File: config.mk
export PLATFORM = sky130hd
export DESIGN_NAME = acc_adc_control
export DESIGN_NICKNAME = d
export VERILOG_FILES = /design/src/acc_pkg.sv /design/src/acc_adc_control.sv /design/src/acc_channel_timer.sv
export SDC_FILE = /design/constraint.sdc
export NUM_CORES = 1
export LEC_CHECK = 0
export BUFFER_PORTS_ARGS = -buffer_cell sky130_fd_sc_hd__buf_2
export CAP_MARGIN = 20
export CELL_PAD_IN_SITES_DETAIL_PLACEMENT = 1
export CELL_PAD_IN_SITES_GLOBAL_PLACEMENT = 2
export CORE_MARGIN = 2
export CORE_UTILIZATION = 34
export DETAILED_ROUTE_END_ITERATION = 10
export PLACE_DENSITY = 0.73
export SLEW_MARGIN = 20
export SYNTH_ARGS = -nofsm -noshare
export SYNTH_HDL_FRONTEND = slang
export SYNTH_SLANG_ARGS = --single-unit
File: constraint.sdc
create_clock -name clk_i -period 2.55 [get_ports clk_i]
set_clock_uncertainty 0.2 [all_clocks]
set_input_delay 0.1275 -clock clk_i [delete_from_list [all_inputs] [get_ports clk_i]]
set_output_delay 0.1275 -clock clk_i [all_outputs]
set_load 0.01 [all_outputs]
File: src/acc_pkg.sv
// package: register map, field positions, reset values and timing counts for the adc conversion control
package acc_pkg;
   localparam int ACC_NUM_CHANNELS = 8;
   localparam logic [7:0] ACC_REG_OPTION_LO = 8'h3A;
   localparam logic [7:0] ACC_REG_OPTION_HI = 8'h3B;
   localparam logic [15:0] ACC_OPTION_RESET = 16'h2000;
   localparam int ACC_BIT_REPEAT = 15;
   localparam int ACC_BIT_START = 14;
   localparam int ACC_BIT_RANGE = 13;
   localparam int ACC_RSVD_MSB = 12;
   localparam int ACC_RSVD_LSB = 8;
   localparam int ACC_CHAN_MSB = 7;
   localparam int ACC_CHAN_LSB = 0;
   localparam logic [11:0] ACC_RANGE_LO_FS_MV = 12'h7F8;
   localparam logic [11:0] ACC_RANGE_HI_FS_MV = 12'hBF4;
   localparam int ACC_CLK_HZ = 125000000;
   localparam int ACC_CHAN_TIME_MS = 25;
   localparam int ACC_PERIOD_MS = 1000;
   localparam int ACC_CHAN_CYCLES = ACC_CLK_HZ / 1000 * ACC_CHAN_TIME_MS;
   localparam int ACC_PERIOD_CYCLES = ACC_CLK_HZ / 1000 * ACC_PERIOD_MS;

   typedef enum logic [2:0]
   {
      ACC_CHAN_VBATT = 3'h0,
      ACC_CHAN_SYSV = 3'h1,
      ACC_CHAN_CHG = 3'h2,
      ACC_CHAN_DCHG = 3'h3,
      ACC_CHAN_INCUR = 3'h4,
      ACC_CHAN_SYSPWR = 3'h5,
      ACC_CHAN_BUSV = 3'h6,
      ACC_CHAN_CMP = 3'h7
   } acc_chan_type;

   function automatic logic [3:0] acc_count_ones(input logic [7:0] v);
      logic [3:0] n;
      n = 4'h0;
      for (int i = 0; i < 8; i++)
      begin
         n = n + {3'h0, v[i]};
      end
      return n;
   endfunction : acc_count_ones
endpackage : acc_pkg

File: src/acc_adc_control.sv
// adc option register and conversion sequencer for the charger monitoring adc
`timescale 1ns/100ps
module acc_adc_control #(
   parameter int CHAN_CYCLES = acc_pkg::ACC_CHAN_CYCLES,
   parameter int PERIOD_CYCLES = acc_pkg::ACC_PERIOD_CYCLES
) (
   input wire logic clk_i,
   input wire logic rst_b_i,
   input wire logic reg_wr_i,
   input wire logic [7:0] reg_addr_i,
   input wire logic [7:0] reg_wdata_i,
   output logic [7:0] reg_rdata_o,
   input wire logic low_power_i,
   output logic conv_active_o,
   output logic conv_start_o,
   output logic [2:0] conv_channel_o,
   input wire logic conv_done_i,
   output logic result_update_o,
   output logic [2:0] result_channel_o,
   output logic aux_range_select_o,
   output logic set_done_o
);
   import acc_pkg::*;

   localparam int PW = $clog2(PERIOD_CYCLES + 1);

   initial
   begin
      if (PERIOD_CYCLES < CHAN_CYCLES * ACC_NUM_CHANNELS)
      begin
         $error("PERIOD_CYCLES must cover a full set of channels");
      end
   end

   typedef enum logic [3:0]
   {
      ACC_ST_IDLE = 4'b0001,
      ACC_ST_PICK = 4'b0010,
      ACC_ST_CONV = 4'b0100,
      ACC_ST_WAIT = 4'b1000
   } acc_state_type;

   acc_state_type state_reg;
   logic [15:0] option_reg;
   logic [2:0] chan_reg;
   logic [PW-1:0] period_reg;
   logic start_pulse_reg;
   logic update_reg;
   logic set_done_reg;
   logic [2:0] result_chan_reg;
   logic [2:0] lp_sync_reg;
   logic lp_state_reg;
   logic timer_busy;
   logic timer_done;
   logic conv_finish;
   logic set_last;
   logic [7:0] chan_en;
   logic hw_clear_start;

   assign chan_en = option_reg[ACC_CHAN_MSB:ACC_CHAN_LSB];

   // low power pin is asynchronous: three stages, change taken when 2nd and 3rd agree
   always_ff @(posedge clk_i or negedge rst_b_i)
   begin
      if (!rst_b_i)
      begin
         lp_sync_reg <= 3'h0;
         lp_state_reg <= 1'b0;
      end
      else
      begin
         lp_sync_reg <= {lp_sync_reg[1:0], low_power_i};
         if (lp_sync_reg[1] == lp_sync_reg[2])
         begin
            lp_state_reg <= lp_sync_reg[2];
         end
      end
   end

   // last enabled channel at or after the current one, in fixed order
   function automatic logic is_last(input logic [7:0] en, input logic [2:0] cur);
      logic r;
      r = 1'b1;
      for (int i = 0; i < 8; i++)
      begin
         if (i > int'(cur) && en[i])
         begin
            r = 1'b0;
         end
      end
      return r;
   endfunction : is_last

   assign set_last = is_last(chan_en, chan_reg);
   assign hw_clear_start = conv_finish && set_last && !option_reg[ACC_BIT_REPEAT];

   // option register: host writes, hardware clears start after a one-shot set
   always_ff @(posedge clk_i or negedge rst_b_i)
   begin
      if (!rst_b_i)
      begin
         option_reg <= ACC_OPTION_RESET;
      end
      else
      begin
         if (hw_clear_start)
         begin
            option_reg[ACC_BIT_START] <= 1'b0;
         end
         if (reg_wr_i && reg_addr_i == ACC_REG_OPTION_LO)
         begin
            option_reg[7:0] <= reg_wdata_i;
         end
         if (reg_wr_i && reg_addr_i == ACC_REG_OPTION_HI)
         begin
            // reserved bits are kept at zero
            option_reg[15:13] <= reg_wdata_i[7:5];
            option_reg[ACC_RSVD_MSB:ACC_RSVD_LSB] <= 5'h00;
         end
      end
   end

   always_comb
   begin
      reg_rdata_o = 8'h00;
      if (reg_addr_i == ACC_REG_OPTION_LO)
      begin
         reg_rdata_o = option_reg[7:0];
      end
      else if (reg_addr_i == ACC_REG_OPTION_HI)
      begin
         reg_rdata_o = option_reg[15:8];
      end
   end

   assign conv_finish = (state_reg == ACC_ST_CONV) && timer_done && !lp_state_reg;

   // sequencer: walks enabled channels lowest index first
   always_ff @(posedge clk_i or negedge rst_b_i)
   begin
      if (!rst_b_i)
      begin
         state_reg <= ACC_ST_IDLE;
         chan_reg <= 3'h0;
         period_reg <= '0;
         start_pulse_reg <= 1'b0;
         update_reg <= 1'b0;
         set_done_reg <= 1'b0;
         result_chan_reg <= 3'h0;
      end
      else
      begin
         start_pulse_reg <= 1'b0;
         update_reg <= 1'b0;
         set_done_reg <= 1'b0;
         if (period_reg != '0)
         begin
            period_reg <= period_reg - 1'b1;
         end
         if (lp_state_reg)
         begin
            state_reg <= ACC_ST_IDLE;
         end
         else
         begin
            unique case (state_reg)
               ACC_ST_IDLE:
               begin
                  if (option_reg[ACC_BIT_START] && chan_en != 8'h00)
                  begin
                     chan_reg <= 3'h0;
                     period_reg <= PW'(PERIOD_CYCLES - 1);
                     state_reg <= ACC_ST_PICK;
                  end
               end
               ACC_ST_PICK:
               begin
                  if (chan_en == 8'h00)
                  begin
                     state_reg <= ACC_ST_IDLE;
                  end
                  else if (chan_en[chan_reg])
                  begin
                     start_pulse_reg <= 1'b1;
                     state_reg <= ACC_ST_CONV;
                  end
                  else
                  begin
                     chan_reg <= chan_reg + 3'h1;
                  end
               end
               ACC_ST_CONV:
               begin
                  if (timer_done)
                  begin
                     update_reg <= 1'b1;
                     result_chan_reg <= chan_reg;
                     if (set_last)
                     begin
                        set_done_reg <= 1'b1;
                        // one-shot ends, continuous waits for the period
                        state_reg <= option_reg[ACC_BIT_REPEAT] ? ACC_ST_WAIT : ACC_ST_IDLE;
                     end
                     else
                     begin
                        chan_reg <= chan_reg + 3'h1;
                        state_reg <= ACC_ST_PICK;
                     end
                  end
               end
               ACC_ST_WAIT:
               begin
                  // host clearing start ends repetition after the finished set
                  if (!option_reg[ACC_BIT_START] || !option_reg[ACC_BIT_REPEAT])
                  begin
                     state_reg <= ACC_ST_IDLE;
                  end
                  else if (period_reg == '0)
                  begin
                     chan_reg <= 3'h0;
                     period_reg <= PW'(PERIOD_CYCLES - 1);
                     state_reg <= ACC_ST_PICK;
                  end
               end
               default:
               begin
                  state_reg <= ACC_ST_IDLE;
               end
            endcase
         end
      end
   end

   acc_channel_timer #(
      .CHAN_CYCLES(CHAN_CYCLES)
   ) u_timer (
      .clk_i(clk_i),
      .rst_b_i(rst_b_i),
      .start_i(start_pulse_reg),
      .abort_i(lp_state_reg),
      .busy_o(timer_busy),
      .done_o(timer_done)
   );

   assign conv_active_o = timer_busy;
   assign conv_start_o = start_pulse_reg;
   assign conv_channel_o = chan_reg;
   assign result_update_o = update_reg;
   assign result_channel_o = result_chan_reg;
   // range only scales system power and comparator input
   assign aux_range_select_o = option_reg[ACC_BIT_RANGE];
   assign set_done_o = set_done_reg;
endmodule : acc_adc_control

File: src/acc_channel_timer.sv
// per-channel conversion timer: counts a fixed conversion time per started channel
`timescale 1ns/100ps
module acc_channel_timer #(
   parameter int CHAN_CYCLES = acc_pkg::ACC_CHAN_CYCLES
) (
   input wire logic clk_i,
   input wire logic rst_b_i,
   input wire logic start_i,
   input wire logic abort_i,
   output logic busy_o,
   output logic done_o
);
   import acc_pkg::*;

   localparam int CW = $clog2(CHAN_CYCLES + 1);

   initial
   begin
      if (CHAN_CYCLES < 1)
      begin
         $error("CHAN_CYCLES must be at least 1");
      end
   end

   logic [CW-1:0] count_reg;
   logic busy_reg;
   logic done_reg;

   // never longer than the per-channel maximum
   always_ff @(posedge clk_i or negedge rst_b_i)
   begin
      if (!rst_b_i)
      begin
         count_reg <= '0;
         busy_reg <= 1'b0;
         done_reg <= 1'b0;
      end
      else
      begin
         done_reg <= 1'b0;
         if (abort_i)
         begin
            busy_reg <= 1'b0;
         end
         else if (start_i && !busy_reg)
         begin
            busy_reg <= 1'b1;
            count_reg <= CW'(CHAN_CYCLES - 1);
         end
         else if (busy_reg)
         begin
            if (count_reg == '0)
            begin
               busy_reg <= 1'b0;
               done_reg <= 1'b1;
            end
            else
            begin
               count_reg <= count_reg - 1'b1;
            end
         end
      end
   end

   assign busy_o = busy_reg;
   assign done_o = done_reg;
endmodule : acc_channel_timer

==> metrics.md <==
| Metric | Value |
|---|---|
| Status | finished with violations |
| Failing checks | setup timing |
| Max-cap viol count | 0 |
| Vias in the first global route | 3794 |
| Clk buf depth | 2 |
| Worst Path Buf+Inv | 0 |
| Yosys top cell area share | 46.5% |
| Comb power frac | 29.5% |
| Final Total Pwr | 4.41 mW |
| Die footprint | 0.0131 mm² |
| Netlist cell types | 52 |
| Worst EP arrival | 2630 ps |
| Syn-to-layout area delta | 28.5% |
| EDFF count, synth | 0 |
| Sequential power share | 40.7% |
| # DRC | 0 |
| Synthesized instance count | 428 |
| Total number of vias | 3507 |
| Post-route ant nets | 0 |
| Number of synthesized register bits | 79 |
| Pins Over Slew Limit | 0 |
| Critical setup path kind | flip-flop to flip-flop |
| Placed insts | 645 |
| Cell Pwr Density | 828 mW/mm² |
| Leak | 2.50 nW |
| Slack of the critical path | -67.5 ps |
| Hold Vio Cnt, Final | 0 |
| Rows | 40 |
| Diode count | 0 |
| Ys flop type | dfrtp_1 |
| Placer Congestion | 0.772 |
| DR vias/cell | 5.20 |
| Clk pwr share | 29.8% |
| Worst Hold Class | input pin to async pin |
| Post-synth ARST share | 100% |
| Core box area | 0.0120 mm² |
| Fillers | 1357 |
| Drt total wl | 10700 µm |
| Most frequent cells in the layout | 77 x dfrtp_1, 55 x nand2_1, 45 x buf_4 |
| Top delay family on crit path | simple AND/OR/NAND/NOR gates |
| Detail Placement HPWL | 7680 µm |
| Total Routing Usage GR | 18.0% |
| Largest net degree at the start of global routing | 46 |
| First-pass GRT wire length | 18600 µm |
| Sw frac | 33.7% |
| CP Capture Type | flip-flop |
| RSZ-0062 raised after global routing | yes |
| NetSw | 1.49 mW |
| Tcrit/Tclk final | 103% |
| Hold_ws | 80.5 ps |
| Synthesis Warnings | 0 |
| CTS tree | built |
| Slowest stage delay, CP | 540 ps |
| Fmax | 382 MHz |
| Die width | 114 µm |
| Iter 0 DRT Violations | 103 |
| Synth area leaders | dfrtp_1 47%, xnor2_1 6.3%, nand2_1 5.0%, nor2_1 3.9%, mux2_2 2.7% |
| Post-synthesis sequential area ratio | 47.8% |
| I/O pins | 40 |
| Worst skew pair latency | 340 ps |
| Share of layout cells above drive strength 1 | 25.6% |
| Fin cells | 675 |
| R2R Setup Slk | -70 ps |
| Max-slew headroom | 67.2% |
| Leading area contributor after synthesis | dfrtp_1 |
| Routed len/inst | 15.8 µm |
| Min Tclk post-route | 2620 ps |
| IO buf count | 38 |
| # nets final | 551 |
| TritonCTS Buffers | 9 |
| Average size of a mapped cell | 9.68 µm² |
| Max FFs per register | 27 |
| Required @ worst endpoint | 2560 ps |
| Worst-path maximum fanout | 7 |
| Most common cell after layout, fill and taps aside | dfrtp_1 |
| Detailed Routing Iterations Pass 1 | 4 |
| Synthesized area | 0.00414 mm² |
| Mapped Nets | 456 |
| Antenna violations before repair | 0 |
| Cell Chain, Critical Path | or4_4 -> or4b_4 -> a311o_4 -> nor4_4 -> xnor2_1 -> nand2_1 |
| CTS sink count | 79 |
| Final setup vio count | 2 |
| Crit-path slowest cell | or4b_4 |
| Setup_tns | -69.3 ps |
| GRT Residual Overflow | 0 |
| Max VDD drop | 0.411 mV |
| Worst Max-Slew Pin Slew | 488 ps |
| Root Buffer Master | clkbuf_16 |
| CP Launch Type | flip-flop |
| Initial core utilization | 34.6% |
| Internal Power | 2.92 mW |
| Die Height | 114 µm |
| CTS clk-pin slew, worst paths | 70 ps |
| H-tree Lvls | 3 |
[final timing paths]
path / cells past startpoint / to / from
max reg2reg: 6 / u_timer.count_reg[21] / u_timer.count_reg[3]
max: 6 / u_timer.count_reg[21] / u_timer.count_reg[3]
min reg2reg: 0 / lp_sync_reg[1] / lp_sync_reg[0]
min: 2 / u_timer.count_reg[7] / rst_b_i
max in group asynchronous: 3 / option_reg[13] / rst_b_i
min in group clk_i: 0 / lp_sync_reg[1] / lp_sync_reg[0]
[power by group through the flow]
stage / combinational [mW] / clock (mW) / sequential [mW]
finish: 1.30 / 1.31 / 1.79
global route: 1.47 / 1.41 / 1.84
CTS: 1.29 / 1.36 / 1.77
detailed placement: 1.26 / 0 / 1.79
global placement: 1.23 / 0 / 1.78
floorplan: 0.823 / 0 / 1.74
[repair_timing]
action / 4_1_cts / 5_1_grt
endpoints found under the hold margin: 89 / 0
setup buffers: 1 / 1
pin swaps: 1 / 2
gates cloned: 0 / 0
resized for setup: 2 / 9
hold buffers: 12 / 0
endpoints found under the setup margin: 17 / 44
[per-layer routing]
| layer | global-route usage, % | vias up | wire length (µm) |
|---|---|---|---|
| li1 | - | 1703 | - |
| met5 | 0 | - | 0 |
| met1 | 22.8 | 1763 | 4970 |
| met3 | 2.70 | 11 | 194 |
| met4 | 6.34 | 0 | 168 |
| met2 | 31.2 | 30 | 5350 |
[through the flow]
| stage | util [%] | setup slack [ps] | area, µm² |
|---|---|---|---|
| final | 44.5 | -67.5 | 5320 |
| after global routing | 44.5 | -163 | 5320 |
| after CTS | 44.1 | -97.5 | 5270 |
| after detailed placement | 40.4 | -182 | 4830 |
| after global placement | 40.4 | -103 | 4830 |
| after floorplan | - | -36.6 | 4160 |
[layout make-up]
| cell class | instances | area (µm²) | share of cell area (%) |
|---|---|---|---|
| Clock inverter | 5 | 57.6 | 1.08 |
| Multi-Input combinational cell | 323 | 2130 | 40.0 |
| Sequential cell | 79 | 1980 | 37.2 |
| Tap cell | 147 | 184 | 3.46 |
| Clock buffer | 11 | 243 | 4.56 |
| Timing Repair Buffer | 96 | 674 | 12.7 |
| Inverter | 14 | 52.6 | 0.988 |
[cell usage after synthesis (2+ instances only)]
master,n
dfrtp_1,77
o21ai_1,4
nor2b_1,2
buf_1,2
nand3b_1,2
inv_1,14
nand2_1,55
dfstp_2,2
xor2_1,5
o21ai_0,17
clkbuf_1,9
nor4_1,15
nand2b_1,3
and2_1,8
nand4_1,4
a22o_1,3
nor3b_1,3
nor4_2,3
or2_2,6
nor3_1,17
mux2i_1,7
mux2_2,10
o31ai_1,3
nand3_1,15
or3_1,7
and3_1,2
nor2_1,43
o22a_1,2
nor3_2,2
or4_1,8
o211ai_1,6
ha_1,7
xnor2_1,30
a21oi_1,13
nor4b_1,4
or4b_1,2
[worst reg2reg max path, delay by kind of cell, from the launching register on]
family          cells  cell delay [ps]
compound gates      1              400
xor+xnor            1              170
flops               1              400
simple gates        4             1320
[cells by family after synthesis]
logic type | share of synthesized area, %
AO/OA/AOI/OAI | 9.31
XOR/XNOR | 7.40
adder cells (fa/ha/maj) | 2.36
buffers and inverters | 2.39
flip-flops | 47.8
multiplexers | 4.68
AND/OR/NAND/NOR | 26.1
Note: power is estimated with default switching activity, not from simulation.
